==> src/shared/hyst_pwr_pkg.sv <==
/*
 * Constants, field layout, reset values and types of the alarm hysteresis
 * and power control register bank.
 * Assumes an APB slave with 32-bit data; each register is one aligned word.
 */
package hyst_pwr_pkg;

	localparam int unsigned ADDR_W   = 12;
	localparam int unsigned REG_W    = 16;
	localparam int unsigned NUM_REGS = 4;
	localparam int unsigned NUM_OUTC = 12;

	// register indices; byte address is four times the index
	localparam logic [7:0] IDX_ANALOG_HYST_CH01 = 8'h68;
	localparam logic [7:0] IDX_ANALOG_HYST_CH23 = 8'h69;
	localparam logic [7:0] IDX_TEMP_HYST        = 8'h6A;
	localparam logic [7:0] IDX_POWER_CONTROL    = 8'h6B;

	// one-hot select positions
	localparam int unsigned SEL_CH01  = 0;
	localparam int unsigned SEL_CH23  = 1;
	localparam int unsigned SEL_TEMP  = 2;
	localparam int unsigned SEL_POWER = 3;

	localparam logic [REG_W-1:0] RST_ANALOG_HYST = 16'h0810;
	localparam logic [REG_W-1:0] RST_TEMP_HYST   = 16'h2108;
	localparam logic [REG_W-1:0] RST_POWER       = 16'h0000;

	// bits that can hold a one; all others read zero
	localparam logic [REG_W-1:0] MASK_ANALOG = 16'h7FFE;
	localparam logic [REG_W-1:0] MASK_TEMP   = 16'h7FFF;
	localparam logic [REG_W-1:0] MASK_POWER  = 16'h7FFE;

	// analog hysteresis fields
	localparam int unsigned AHYS_W     = 7;
	localparam int unsigned AHYS_HI_LSB = 8;
	localparam int unsigned AHYS_LO_LSB = 1;

	// temperature hysteresis fields, stored as value bits 7:3
	localparam int unsigned THYS_W       = 5;
	localparam int unsigned THYS_VAL_W   = 8;
	localparam int unsigned THYS_ZERO_W  = 3;
	localparam int unsigned THYS_R2_LSB  = 10;
	localparam int unsigned THYS_R1_LSB  = 5;
	localparam int unsigned THYS_LOC_LSB = 0;

	// power control fields
	localparam int unsigned PWR_CONV_BIT   = 14;
	localparam int unsigned PWR_REFBUF_BIT = 13;
	localparam int unsigned PWR_OUTC0_BIT  = 12;

	typedef enum logic [2:0] {
		ST_IDLE  = 3'b001,
		ST_SETUP = 3'b010,
		ST_DONE  = 3'b100
	} bus_state_t;

	typedef struct packed {
		bus_state_t       st;
		logic [REG_W-1:0] ahys01;
		logic [REG_W-1:0] ahys23;
		logic [REG_W-1:0] thys;
		logic [REG_W-1:0] pwr;
		logic [31:0]      rdata;
	} bank_state_t;

endpackage : hyst_pwr_pkg

==> src/logic/hyst_addr_decode.sv <==
/*
 * Address decoder of the register bank: one-hot select and hit flag.
 * Assumes a byte address from APB; the two low bits are ignored.
 */
`timescale 1ns/1ns
module hyst_addr_decode
	import hyst_pwr_pkg::*;
(
	input  wire logic [hyst_pwr_pkg::ADDR_W-1:0]   paddr,  // bus byte address
	output logic      [hyst_pwr_pkg::NUM_REGS-1:0] sel,    // one-hot register select
	output logic                                   hit     // address is mapped
);
	import hyst_pwr_pkg::*;

	function automatic logic idx_match(input logic [ADDR_W-1:0] a, input logic [7:0] idx);
		idx_match = (a[ADDR_W-1:2] == {{(ADDR_W-10){1'b0}}, idx});
	endfunction : idx_match

	always_comb begin
		sel            = '0;
		sel[SEL_CH01]  = idx_match(paddr, IDX_ANALOG_HYST_CH01);
		sel[SEL_CH23]  = idx_match(paddr, IDX_ANALOG_HYST_CH23);
		sel[SEL_TEMP]  = idx_match(paddr, IDX_TEMP_HYST);
		sel[SEL_POWER] = idx_match(paddr, IDX_POWER_CONTROL);
		hit            = |sel;
	end

endmodule : hyst_addr_decode

==> src/logic/hyst_pwr_regs.sv <==
/*
 * Alarm hysteresis and power control register bank behind an APB slave.
 * Assumes a single clock pclk and asynchronous active-low presetn; APB
 * signals come from logic on pclk, so they are not synchronised.
 */
// Implementation choice: the APB register port.
`timescale 1ns/1ns
module hyst_pwr_regs
	import hyst_pwr_pkg::*;
(
	input  wire logic                                pclk,               // bus clock
	input  wire logic                                presetn,            // async reset, low
	input  wire logic                                psel,               // slave select
	input  wire logic                                penable,            // access phase
	input  wire logic                                pwrite,             // write when high
	input  wire logic [hyst_pwr_pkg::ADDR_W-1:0]     paddr,              // byte address
	input  wire logic [31:0]                         pwdata,             // write data
	input  wire logic [3:0]                          pstrb,              // byte lanes
	output logic      [31:0]                         prdata,             // read data
	output logic                                     pready,             // transfer done
	output logic                                     pslverr,            // unmapped access
	output logic      [hyst_pwr_pkg::AHYS_W-1:0]     input0_hyst,        // codes
	output logic      [hyst_pwr_pkg::AHYS_W-1:0]     input1_hyst,        // codes
	output logic      [hyst_pwr_pkg::AHYS_W-1:0]     input2_hyst,        // codes
	output logic      [hyst_pwr_pkg::AHYS_W-1:0]     input3_hyst,        // codes
	output logic      [hyst_pwr_pkg::THYS_VAL_W-1:0] remote2_temp_hyst,  // degrees
	output logic      [hyst_pwr_pkg::THYS_VAL_W-1:0] remote1_temp_hyst,  // degrees
	output logic      [hyst_pwr_pkg::THYS_VAL_W-1:0] local_temp_hyst,    // degrees
	output logic                                     converter_power_on, // converter on
	output logic                                     refbuf_power_on,    // ref buffer on
	output logic      [hyst_pwr_pkg::NUM_OUTC-1:0]   outconv_power_on,   // per converter
	output logic      [hyst_pwr_pkg::NUM_OUTC-1:0]   outconv_pin_ground  // pin to ground
);
	import hyst_pwr_pkg::*;

	bank_state_t           s_q;
	bank_state_t           s_d;
	logic [NUM_REGS-1:0]   sel;
	logic                  hit;
	logic                  setup_ph;
	logic                  access_ph;
	logic                  commit;
	logic [REG_W-1:0]      lane_mask;
	logic [REG_W-1:0]      rd_val;

	hyst_addr_decode i_hyst_addr_decode (
		.paddr (paddr),
		.sel   (sel),
		.hit   (hit)
	);

	// merges the write data into one register through its writable mask
	function automatic logic [REG_W-1:0] merge(
		input logic [REG_W-1:0] old,
		input logic [REG_W-1:0] wdat,
		input logic [REG_W-1:0] lanes,
		input logic [REG_W-1:0] keep
	);
		logic [REG_W-1:0] m;
		m     = lanes & keep;
		merge = ((old & ~m) | (wdat & m)) & keep;
	endfunction : merge

	// widens a stored five-bit field to its eight-bit value
	function automatic logic [THYS_VAL_W-1:0] temp_val(input logic [THYS_W-1:0] f);
		temp_val = {f, {THYS_ZERO_W{1'b0}}};
	endfunction : temp_val

	assign setup_ph  = psel & ~penable;
	assign access_ph = psel & penable;
	// zero-wait slave: every access phase ends in its first cycle
	assign pready    = 1'b1;
	assign pslverr   = access_ph & ~hit;
	// a stray penable without a setup cycle commits nothing
	assign commit    = access_ph & hit & pwrite & (s_q.st == ST_SETUP);
	assign lane_mask = {{8{pstrb[1]}}, {8{pstrb[0]}}};

	always_comb begin
		rd_val = '0;
		unique case (1'b1)
			sel[SEL_CH01]:  rd_val = s_q.ahys01;
			sel[SEL_CH23]:  rd_val = s_q.ahys23;
			sel[SEL_TEMP]:  rd_val = s_q.thys;
			sel[SEL_POWER]: rd_val = s_q.pwr;
			default:        rd_val = '0;
		endcase
	end

	always_comb begin
		s_d = s_q;

		unique case (s_q.st)
			ST_IDLE: begin
				if (setup_ph) begin
					s_d.st = ST_SETUP;
				end
			end
			ST_SETUP: begin
				if (access_ph) begin
					s_d.st = ST_DONE;
				end else if (!psel) begin
					s_d.st = ST_IDLE;
				end
			end
			ST_DONE: begin
				s_d.st = setup_ph ? ST_SETUP : ST_IDLE;
			end
			default: s_d.st = ST_IDLE;
		endcase

		// read data is sampled in the setup cycle so prdata comes from a flop
		if (setup_ph) begin
			s_d.rdata = {16'h0000, rd_val};
		end

		if (commit) begin
			if (sel[SEL_CH01]) begin
				s_d.ahys01 = merge(s_q.ahys01, pwdata[REG_W-1:0], lane_mask, MASK_ANALOG);
			end
			if (sel[SEL_CH23]) begin
				s_d.ahys23 = merge(s_q.ahys23, pwdata[REG_W-1:0], lane_mask, MASK_ANALOG);
			end
			if (sel[SEL_TEMP]) begin
				s_d.thys = merge(s_q.thys, pwdata[REG_W-1:0], lane_mask, MASK_TEMP);
			end
			if (sel[SEL_POWER]) begin
				s_d.pwr = merge(s_q.pwr, pwdata[REG_W-1:0], lane_mask, MASK_POWER);
			end
		end
	end

	always_ff @(posedge pclk or negedge presetn) begin
		if (!presetn) begin
			s_q.st     <= ST_IDLE;
			s_q.ahys01 <= RST_ANALOG_HYST;
			s_q.ahys23 <= RST_ANALOG_HYST;
			s_q.thys   <= RST_TEMP_HYST;
			s_q.pwr    <= RST_POWER;
			s_q.rdata  <= '0;
		end else begin
			s_q <= s_d;
		end
	end

	assign prdata = s_q.rdata;

	// analog channels: one converter code per step
	assign input0_hyst = s_q.ahys01[AHYS_HI_LSB +: AHYS_W];
	assign input1_hyst = s_q.ahys01[AHYS_LO_LSB +: AHYS_W];
	assign input2_hyst = s_q.ahys23[AHYS_HI_LSB +: AHYS_W];
	assign input3_hyst = s_q.ahys23[AHYS_LO_LSB +: AHYS_W];

	// eight-bit value with three zero low bits; top reaches 248 with field 31
	assign remote2_temp_hyst = temp_val(s_q.thys[THYS_R2_LSB +: THYS_W]);
	assign remote1_temp_hyst = temp_val(s_q.thys[THYS_R1_LSB +: THYS_W]);
	assign local_temp_hyst   = temp_val(s_q.thys[THYS_LOC_LSB +: THYS_W]);

	assign converter_power_on = s_q.pwr[PWR_CONV_BIT];
	assign refbuf_power_on    = s_q.pwr[PWR_REFBUF_BIT];

	// converter 0 sits in the highest bit, so the order is reversed
	genvar gi;
	generate
		for (gi = 0; gi < NUM_OUTC; gi++) begin : g_outc
			assign outconv_power_on[gi]   = s_q.pwr[PWR_OUTC0_BIT - gi];
			assign outconv_pin_ground[gi] = ~s_q.pwr[PWR_OUTC0_BIT - gi];
		end
	endgenerate

endmodule : hyst_pwr_regs

==> config.mk <==
export PLATFORM = sky130hd
export DESIGN_NAME = hyst_pwr_regs
export DESIGN_NICKNAME = d
export VERILOG_FILES = /design/src/shared/hyst_pwr_pkg.sv /design/src/logic/hyst_addr_decode.sv /design/src/logic/hyst_pwr_regs.sv
export SDC_FILE = /design/constraint.sdc
export NUM_CORES = 1
export LEC_CHECK = 0
export BUFFER_PORTS_ARGS = -buffer_cell sky130_fd_sc_hd__buf_4
export CAP_MARGIN = 25
export CORE_MARGIN = 5
export CORE_UTILIZATION = 44
export DETAILED_ROUTE_END_ITERATION = 8
export PLACE_DENSITY = 0.74
export SYNTH_ARGS = -nofsm -noshare
export SYNTH_HDL_FRONTEND = slang
export SYNTH_HIERARCHICAL = 1
export SYNTH_SLANG_ARGS = --single-unit
export TNS_END_PERCENT = 30
==> constraint.sdc <==
create_clock -name pclk -period 1.4 [get_ports pclk]
set_clock_uncertainty 0.05 [all_clocks]
set_input_delay 0.21 -clock pclk [delete_from_list [all_inputs] [get_ports pclk]]
set_output_delay 0.21 -clock pclk [all_outputs]
set_load 0.02 [all_outputs]
==> results.ini, run 1 <==
[global_route]
first_global_vias = 2791
grt_max_degree = 39
grt_remaining_overflow = 0
grt_usage_pct = 17.3
antenna_found_initial = 0
grt_pass1_wl_mm = 15.2

[sta]
fin_crit_sh_pct = 127
setup_viol = 73
slew_violations = 0
finalWorstSetupSlack_ns = -0.373
clock.fmax_ghz = 0.564
layout_min_cycle_time_ns = 1.77
fin_setup_tns_ns = -21.77
rsz0062_at_grt = yes
final-hold-violation-count = 0

[power_and_ir_drop]
p_per_area_mw_per_mm2 = 858
max-vdd-ir-drop_mv = 0.454
fin_total_pwr_mw = 4.28
p_leak_nw = 2.55

[clock_tree]
cts_tree = done
cts_buffers = 9
clk_pin_slew_worst_paths_ns = 0.09
root_buffer = clkbuf_8
ctsHtreeMaxLevel = 3
cts.sinks = 75
clk_path_buf_depth = 2
clock_latency_ns = 0.35

[setup_path]
cp.required_ns = 1.58
slowest_stage = or4b_4
r2r_start = s_q[98]
start_kind = input pin
end_kind = flip-flop
path_class = input pin to flip-flop
rr_worst_depth = 4
rrSetupSlack_ns = -0.16
timing.critical_path.mode_cell = buf_6
worstPathCellList = buf_6, or4b_4, buf_6, nor4_4, buf_6, nand4_4, mux2_4
cp_max_fo = 7
max_stage_delay_ns = 0.59
worst-endpoint-arrival_ns = 1.95

[place]
place_ws_ns = -0.769
routabilityCongestion = 0.809
portBuffers = 116
dp_hpwl_mm = 6.92
dpl.cell_count = 512

[die]
fp.dieArea_mm2 = 0.0114
die-height_um = 107
dieWidth_um = 107
start_util_pct = 44.7
core_area_mm2 = 0.00920
fp-row-count = 35
io_pins = 165

[worst_hold_path]
whs_path_depth = 2
hold_class = input pin to flip-flop
min_from = pwdata[0]

[drt]
first_iter_violations = 65
ant_nets = 0
drt_pass1_iterations = 4
num_vias = 2716
wl_mm = 9.65
detail_route.wl_per_cell_um = 18.2
drc_errors = 0
viasPerCell = 5.12

[synthesis]
syn_avg_cell_area_um2 = 11.9
yosysUniqueCellTypes = 30
synth_edf_count = 0
synthFlopType = dfrtp_1
ys_seq_area_share_pct = 45.9
synth_seq_cells = 75
yosysTopAreaCellShare_pct = 40.8
yosys_warnings = 6
ys_top_cells_by_area = dfrtp_1, buf_4, mux2_2
syn_inst = 347
netlist_area_mm2 = 0.00411
async_flop_share_pct = 100
synth_top_area_cell = dfrtp_1

[run_status]
status = complete, but fails checks
violations = negative setup slack

[cells_and_area]
syn_to_final_growth_pct = 21.3
final_cell_count_no_fill = 530
fin_nets = 467
final_core_util_pct = 54.2
drive_gt1_share_pct = 57.8
antenna_cells = 0

[flow_run]
maxCapViolations = 0

[metrics by stage]
step	area (um^2)	hold WS, ns
3_3_place_gp	4660	0.0484
6_report	4990	0.0560
3_5_place_dp	4660	0.0496
2_1_floorplan	4250	-0.136
4_1_cts	4950	0.0413
5_1_grt	4990	0.0479
[metal layers]
layer	global-route usage (%)	up-vias	share of wire, %
met2	29.0	98	51
met3	3.73	11	6.4
li1	-	1223	-
met1	21.8	1384	42
met5	0	-	0
met4	6.94	0	1.5
[cell usage in the layout, fill, tap and decap left out, types with 2 or more instances in the layout]
| cell | count |
|---|---|
| buf_4 | 127 |
| dfrtp_1 | 67 |
| mux2_2 | 54 |
| conb_1 | 27 |
| nand2_1 | 19 |
| inv_1 | 15 |
| a22o_1 | 14 |
| a221oi_1 | 14 |
| o21ai_1 | 10 |
| clkbuf_8 | 10 |
| nand4_4 | 8 |
| dfstp_2 | 8 |
| buf_6 | 8 |
| mux2_4 | 3 |
| o21ai_2 | 3 |
| buf_12 | 3 |
| nor2_1 | 2 |
| o21ai_0 | 2 |
| nand3_4 | 2 |
| bufinv_16 | 2 |
| clkinv_2 | 2 |
| nor4_4 | 2 |
[area by class of cell]
class,count,area (um^2)
Clock buffer,11,141
Clock inverter,5,77.6
Fill cell,768,4210
Inverter,15,56.3
Multi-Input combinational cell,173,1560
Sequential cell,75,1890
Tap cell,111,139
Timing Repair Buffer,140,1130
[cells by family (layout without fill, tap and decap cells)]
| family | Yosys count | count (layout) | synth area share, % |
|---|---|---|---|
| flops | 75 | 75 | 45.9 |
| xor+xnor | 1 | 1 | 0.213 |
| mux | 57 | 57 | 15.8 |
| compound gates | 45 | 45 | 8.12 |
| buf+inv | 125 | 171 | 20.9 |
| other cells | 2 | 27 | 0.183 |
| simple gates | 42 | 43 | 8.94 |
[where the power goes]
part / internal, mW / switching, mW
registers: 2.17 / 0.00355
clock network: 1.05 / 0.766
logic: 0.0991 / 0.193
total: 3.32 / 0.963
[how the worst max path moves through the flow]
stage | startpoint | end | slack (ns) | depth (start not counted)
after floorplan | paddr[11] | flip-flop | -0.50 | 6
after global placement | paddr[11] | flip-flop | -0.76 | 7
after detailed placement | paddr[11] | prdata[4] | -0.77 | 8
after CTS | paddr[4] | flip-flop | -0.36 | 7
after global routing | paddr[11] | flip-flop | -0.40 | 7
final | paddr[11] | flip-flop | -0.37 | 7
[cell usage after synthesis (all sizes together) (2+ instances only)]
library cell / n
dfstp: 8
o21ai: 15
conb: 2
nor4: 2
nand4: 8
a22o: 14
a221oi: 14
clkbuf: 6
nor2: 3
buf: 104
inv: 15
nand2: 19
dfrtp: 67
mux2: 57
[critical path, delay by kind of cell]
kind / cells / cell delay (ns)
buffers and inverters: 3 / 0.42
and+or+nand+nor: 3 / 0.96
muxes: 1 / 0.35
[what timing repair did]
| action | 4_1_cts | 5_1_grt |
|---|---|---|
| setup buffers | 1 | 0 |
| cloned | 1 | 0 |
| endpoints found under the hold margin | 50 | 0 |
| pin swaps | 10 | 9 |
| gates resized for setup | 16 | 10 |
| hold buffers | 1 | 0 |
| endpoints found under the setup margin | 73 | 73 |
Note: power is estimated with default switching activity, not from simulation.
==> run 2, diff against run 1 <==
BUFFER_PORTS_ARGS = default   (was -buffer_cell sky130_fd_sc_hd__buf_4)
CORE_UTILIZATION = 45   (was 44)
DONT_BUFFER_PORTS = 1   (was default)
PLACE_DENSITY = 0.59   (was 0.74)
==> run 2 against run 1 <==
  * The flow finishes with violations (negative hold slack, negative setup slack)
  * Clock-buffer cell count fell by 1
  * Global-route usage rose by 0.14 points
  * Combinational power fell by 37%
  * Core utilization fell by 4.3 points
  * Sequential share of layout area rose by 5.1 points
  * Maximum frequency rose by 1.9%
  * Setup slack improved by 0.032 ns
  * Critical path type unchanged
  * Largest cell class unchanged
  * Largest power group unchanged
==> results.ini, run 2 (synthesized netlist as in run 1, its figures left out) <==
[run_status]
status = complete, but fails checks  ; unchanged
violations = negative hold slack, negative setup slack  ; was negative setup slack

[clock_tree]
cts.sinks = 75  ; unchanged
ctsHtreeMaxLevel = 3  ; unchanged
root_buffer = clkbuf_8  ; unchanged
clk_path_buf_depth = 2  ; unchanged
clock_latency_ns = 0.33  ; was 0.35 ns
cts_tree = done  ; unchanged
cts_buffers = 9  ; unchanged
ctsHoldBuffers = 17  ; was 1
clk_pin_slew_worst_paths_ns = 0.09  ; about the same

[die]
die-height_um = 106  ; was 107 um
fp-row-count = 34  ; was 35
core_area_mm2 = 0.00881  ; was 0.00920 mm^2
start_util_pct = 46.7  ; was 44.7%
io_pins = 165  ; unchanged
fp.dieArea_mm2 = 0.0112  ; was 0.0114 mm^2
dieWidth_um = 106  ; was 107 um

[cells_and_area]
nFillCells = 801  ; was 768
multi_input_area_mm2 = 0.00154  ; was 0.00156 mm^2
syn_to_final_growth_pct = 6.81  ; was 21.3%
drive_gt1_share_pct = 44.0  ; was 57.8%
final_common_cell = dfrtp_1  ; was buf_4
seq_area_mm2 = 0.00189  ; unchanged
mostFrequentLayoutCells = dfrtp_1, mux2_2, buf_4  ; was buf_4, dfrtp_1, mux2_2
antenna_cells = 0  ; unchanged
fin_nets = 389  ; was 467
design_area_mm2 = 0.00439  ; was 0.00499 mm^2

[global_route]
grt_usage_pct = 17.5  ; was 17.3%
first_global_vias = 2551  ; was 2791
grt_max_degree = 76  ; was 39
grt_pass1_wl_mm = 15.1  ; was 15.2 mm
grt_remaining_overflow = 0  ; unchanged
antenna_found_initial = 0  ; unchanged

[sta]
layout_min_cycle_time_ns = 1.74  ; was 1.77 ns
fin_setup_tns_ns = -20.06  ; was -21.77 ns
finalWorstSetupSlack_ns = -0.341  ; was -0.373 ns
rsz0062_at_grt = yes  ; unchanged
clock.fmax_ghz = 0.575  ; was 0.564 GHz
final-hold-violation-count = 75  ; was 0
slew_violations = 0  ; unchanged
finalHoldWorstSlack_ns = -0.493  ; was 0.0560 ns
fin_crit_sh_pct = 124  ; was 127%
setup_viol = 72  ; was 73

[place]
routabilityCongestion = 0.713  ; was 0.809
place_area_mm2 = 0.00395  ; was 0.00466 mm^2
dp_hpwl_mm = 6.69  ; was 6.92 mm
portBuffers = 0  ; was 116
place_ws_ns = -0.724  ; was -0.769 ns

[flow_run]
maxCapViolations = 0  ; unchanged

[setup_path]
cp.required_ns = 1.57  ; was 1.58 ns
worst-endpoint-arrival_ns = 1.91  ; was 1.95 ns
cp_max_fo = 8  ; was 7
max_stage_delay_ns = 0.55  ; was 0.59 ns
end_kind = flip-flop  ; unchanged
slowest_stage = or4b_4  ; unchanged
worstPathCellList = or4b_4, buf_12, nor4b_4, buf_6, nand4_4, mux2_2  ; was buf_6, or4b_4, buf_6, nor4_4, buf_6, nand4_4, mux2_4
start_kind = input pin  ; unchanged
path_class = input pin to flip-flop  ; unchanged

[drt]
wl_mm = 9.65  ; about the same
drc_errors = 0  ; unchanged
drt_pass1_iterations = 4  ; unchanged
detail_route.wl_per_cell_um = 21.5  ; was 18.2 um
first_iter_violations = 92  ; was 65
viasPerCell = 5.35  ; was 5.12
num_vias = 2402  ; was 2716
ant_nets = 0  ; unchanged

[power_and_ir_drop]
p_leak_nw = 2.13  ; was 2.55 nW
max-vdd-ir-drop_mv = 0.507  ; was 0.454 mV
fin_total_pwr_mw = 4.19  ; was 4.28 mW
p_per_area_mw_per_mm2 = 954  ; was 858 mW/mm^2

[worst_hold_path]
hold_class = input pin to async pin  ; was input pin to flip-flop

[run 2: cell types whose count changed in the layout (fill, tap and decap cells not counted), moves of 2 or more]
cell	delta
nor4_2	+2
buf_4	-88
nor2_2	+2
nor4_4	-2
buf_6	-6
dlygate4sd3_1	+16
[run 2: stage by stage]
stage,instances,util (%),hold WS [ns]
final,449,49.9,-0.493
after global routing,449,49.9,-0.517
after CTS,448,49.6,-0.513
after detailed placement,414,44.8,-0.132
after global placement,414,44.8,-0.132
after floorplan,372,-,-0.136
[run 2: worst max-delay path, delay by kind of cell]
kind	cells	cell delay, ns
buf+inv	2	0.34
mux	1	0.34
simple gates	3	1.03
[run 2: final cells by class]
class	count	share of cell area, %
Sequential cell	75	42.9
Multi-Input combinational cell	173	35.0
Timing Repair Buffer	62	12.8
Tap cell	108	3.08
Clock buffer	10	2.90
Clock inverter	6	2.02
Inverter	15	1.28
[run 2: routing by layer]
layer / track usage, % / vias to the layer above / wire length (um)
li1: - / 1066 / -
met1: 22.0 / 1221 / 4000
met2: 27.8 / 105 / 4540
met3: 7.46 / 10 / 997
met4: 4.53 / 0 / 112
met5: 0 / - / 0
[run 2: final timing paths]
path	endpoint	slack, ns	from	cells past startpoint
min in group pclk	prdata[3]	0.06	psel	2
max	flip-flop	-0.34	paddr[11]	6
min	async pin	-0.49	presetn	0
max reg2reg	flip-flop	-0.18	s_q[98]	4
max in group asynchronous	s_q[96]	1.58	presetn	0
min reg2reg	s_q[97]	0.55	s_q[97]	3
[run 2: timing repair]
action	CTS	global route
endpoints found under the hold margin	134	75
resized for setup	13	6
cloned	1	0
pin swaps	6	7
setup buffers	0	1
endpoints found under the setup margin	72	73
[run 2: power by group]
group          total (mW)  switching (mW)  internal (mW)  leakage (nW)
Sequential           2.17         0.00351           2.17          1.02
Clock                1.83           0.826           1.01         0.103
Combinational       0.184           0.122         0.0617          1.01
==> run 3, diff against run 2 <==
ABC_AREA = 1   (was default)
CORE_ASPECT_RATIO = 1.25   (was default)
==> run 3 against run 2 <==
  * First-iteration DRC count increased by 40%
  * Total power increased by 13%
  * Non-clock buffer count increased by 4
  * Critical path depth unchanged
  * The flow finishes with violations (negative hold slack)
  * Final area increased by 8.2%
  * Maximum frequency increased by 28%
  * Clock power increased by 29%
==> results.ini, run 3 <==
[setup_path]
start_kind = flip-flop  ; was input pin
end_kind = flip-flop  ; unchanged
worst_path_dominant_cell_family = simple AND/OR/NAND/NOR gates  ; unchanged
worst-endpoint-arrival_ns = 1.58  ; was 1.91 ns
cp_max_fo = 24  ; was 8
r2r_start = s_q[98]  ; unchanged
max_stage_delay_ns = 0.43  ; was 0.55 ns
cp.required_ns = 1.62  ; was 1.57 ns
cp-startpoint = s_q[98]  ; was paddr[11]
path_class = flip-flop to flip-flop  ; was input pin to flip-flop
worstPathCellList = inv_2, nand3_2, nor2_4, buf_12, nand4_1, nand2_1  ; was or4b_4, buf_12, nor4b_4, buf_6, nand4_4, mux2_2
crit_buf_inv = 2  ; unchanged
slowest_stage = dfrtp_1  ; was or4b_4

[synthesis]
netlist_area_mm2 = 0.00439  ; was 0.00411 mm^2
async_flop_share_pct = 100  ; unchanged
yosysUniqueCellTypes = 24  ; was 30
ys_top_cells_by_area = dfrtp_1, nand2_1, buf_4  ; was dfrtp_1, buf_4, mux2_2
ys_seq_area_share_pct = 43.0  ; was 45.9%
synthFlopType = dfrtp_1  ; unchanged
syn_inst = 550  ; was 347
yosysTopAreaCellShare_pct = 38.2  ; was 40.8%
synth_edf_count = 0  ; unchanged
yosys_warnings = 6  ; unchanged
yosysMostFrequentCell = nand2_1  ; was buf_4
syn_avg_cell_area_um2 = 7.98  ; was 11.9 um^2
synth_commonest_cells = nand2_1, buf_4, dfrtp_1  ; was buf_4, dfrtp_1, mux2_2
synth_seq_cells = 75  ; unchanged
synth_top_area_cell = dfrtp_1  ; unchanged

[clock_tree]
cts_buffers = 9  ; unchanged
clock_latency_ns = 0.34  ; was 0.33 ns
clk_path_buf_depth = 2  ; unchanged
ctsHtreeMaxLevel = 3  ; unchanged
root_buffer = clkbuf_16  ; was clkbuf_8
clk_pin_slew_worst_paths_ns = 0.06  ; was 0.09 ns
cts_tree = done  ; unchanged
cts.sinks = 75  ; unchanged

[cells_and_area]
antenna_cells = 0  ; unchanged
design_area_mm2 = 0.00475  ; was 0.00439 mm^2
final_common_cell = nand2_1  ; was dfrtp_1
nFillCells = 929  ; was 801
multi_input_area_mm2 = 0.00168  ; was 0.00154 mm^2
final_core_util_pct = 49.7  ; was 49.9%
seq_area_mm2 = 0.00189  ; about the same
mostFrequentLayoutCells = nand2_1, dfrtp_1, nand4_1  ; was dfrtp_1, mux2_2, buf_4
drive_gt1_share_pct = 18.5  ; was 44.0%
fin_nets = 582  ; was 389
syn_to_final_growth_pct = 8.30  ; was 6.81%

[die]
dieWidth_um = 98.3  ; was 106 um
fp-row-count = 40  ; was 34
fp.dieArea_mm2 = 0.0118  ; was 0.0112 mm^2
core_area_mm2 = 0.00956  ; was 0.00881 mm^2
start_util_pct = 45.9  ; was 46.7%
die-height_um = 120  ; was 106 um
io_pins = 165  ; unchanged

[drt]
wl_mm = 12.0  ; was 9.65 mm
wl_met2_mm = 6.32  ; was 4.54 mm
wl_met1_mm = 4.51  ; was 4.00 mm
drc_errors = 0  ; unchanged
ant_nets = 0  ; unchanged
num_vias = 3377  ; was 2402
drt_pass1_iterations = 4  ; unchanged
detail_route.wl_per_cell_um = 18.2  ; was 21.5 um
viasPerCell = 5.12  ; was 5.35
highest_layer = met4  ; unchanged
first_iter_violations = 129  ; was 92
met3_wirelength_um = 959  ; was 997 um

[global_route]
first_global_vias = 3245  ; was 2551
grt_remaining_overflow = 0  ; unchanged
grt_max_degree = 76  ; unchanged
grt_pass1_wl_mm = 18.5  ; was 15.1 mm
antenna_found_initial = 0  ; unchanged
grt_usage_pct = 20.0  ; was 17.5%

[sta]
tightest_slew_ns = 0.793
clock.fmax_ghz = 0.737  ; was 0.575 GHz
relSlewSlack_pct = 46.9
setup_viol = 0  ; was 72
final-hold-violation-count = 110  ; was 75
layout_min_cycle_time_ns = 1.36  ; was 1.74 ns
fin_crit_sh_pct = 96.9  ; was 124%
rsz0062_at_grt = yes  ; unchanged
slew_violations = 0  ; unchanged
finalHoldWorstSlack_ns = -0.486  ; was -0.493 ns

[power_and_ir_drop]
clkPwrFrac_pct = 49.8  ; was 43.8%
p_leak_nw = 2.53  ; was 2.13 nW
p_per_area_mw_per_mm2 = 1000  ; was 954 mW/mm^2
max-vdd-ir-drop_mv = 0.567  ; was 0.507 mV
combinationalPowerShare_pct = 4.4  ; about the same
p_switching_mw = 1.05  ; was 0.952 mW
swShare_pct = 22.0  ; was 22.7%
p_int_mw = 3.71  ; was 3.24 mW
seq_power_share_pct = 45.9  ; was 51.9%
fin_total_pwr_mw = 4.75  ; was 4.19 mW

[place]
portBuffers = 0  ; unchanged
routabilityCongestion = 0.830  ; was 0.713
place_area_mm2 = 0.00416  ; was 0.00395 mm^2
dp_hpwl_mm = 8.33  ; was 6.69 mm

[run_status]
violations = negative hold slack  ; was negative hold slack, negative setup slack
status = complete, but fails checks  ; unchanged

[flow_run]
maxCapViolations = 0  ; unchanged

[worst_hold_path]
hold_class = input pin to async pin  ; unchanged

## run 3: changes by cell type after synthesis, moves of 7 or more
cell	previous run	this run
a221oi_1	14	0
a22o_1	14	0
buf_2	3	14
inv_1	15	24
mux2_2	55	0
nand2_1	19	206
nand3_1	0	7
nand4_1	0	58
nand4_2	0	7
nand4_4	8	1
o21ai_0	15	25
## run 3: layer usage
metal / vias to the layer above / GRT usage [%]
li1: 1624 / -
met1: 1608 / 23.8
met2: 131 / 33.5
met3: 14 / 6.35
met4: 0 / 7.86
met5: - / 0
## run 3: cell type report
cell class                      count  share of cell area, %
Sequential cell                    75                   39.8
Inverter                           27                   2.13
Clock buffer                       12                   5.40
Timing Repair Buffer               66                   13.0
Tap cell                          126                   3.32
Clock inverter                      4                   1.03
Multi-Input combinational cell    350                   35.4
## run 3: repair_timing
item	CTS	global route
hold buffers	16	2
pin swaps	1	3
resized for setup	5	10
endpoints found under the hold margin	132	116
setup endpoints to repair	41	60
setup buffers	1	3
## run 3: cell families (layout without fill, tap and decap cells)
logic type             count (synthesis)  count (layout)  share of synthesized area (%)
and+or+nand+nor                      293             293                           31.1
buffers and inverters                150             109                           22.3
DFF                                   75              75                           43.0
AOI/OAI and AO/OA                     30              30                           3.45
other                                  2              27                          0.171
## run 3: worst paths after layout
| path | to | slack, ns | cells after the start |
|---|---|---|---|
| max | flip-flop | 0.04 | 6 |
| min | prdata[1] | -0.49 | 0 |
| max reg2reg | flip-flop | 0.04 | 6 |
| min reg2reg | flip-flop | 0.48 | 2 |
| max in group asynchronous | async pin | 1.56 | 0 |
| min in group pclk | flip-flop | -0.06 | 2 |
## run 3: power groups by stage
stage	sequential [mW]	combinational [mW]	clock [mW]
floorplan	2.22	0.188	0
global placement	2.22	0.128	0
detailed placement	2.22	0.129	0
CTS	2.18	0.190	2.40
global route	2.18	0.224	2.51
finish	2.18	0.209	2.36
## run 3: metrics by stage
step	setup slack (ns)	cells	hold WS, ns	TNS (ns)
after floorplan	-0.00322	575	-0.136	-0.122
after global placement	-0.271	622	-0.133	-12.39
after detailed placement	-0.322	622	-0.133	-15.66
after CTS	0.00371	655	-0.497	0
after global routing	-0.0198	660	-0.506	-0.0515
final	0.0428	660	-0.486	0
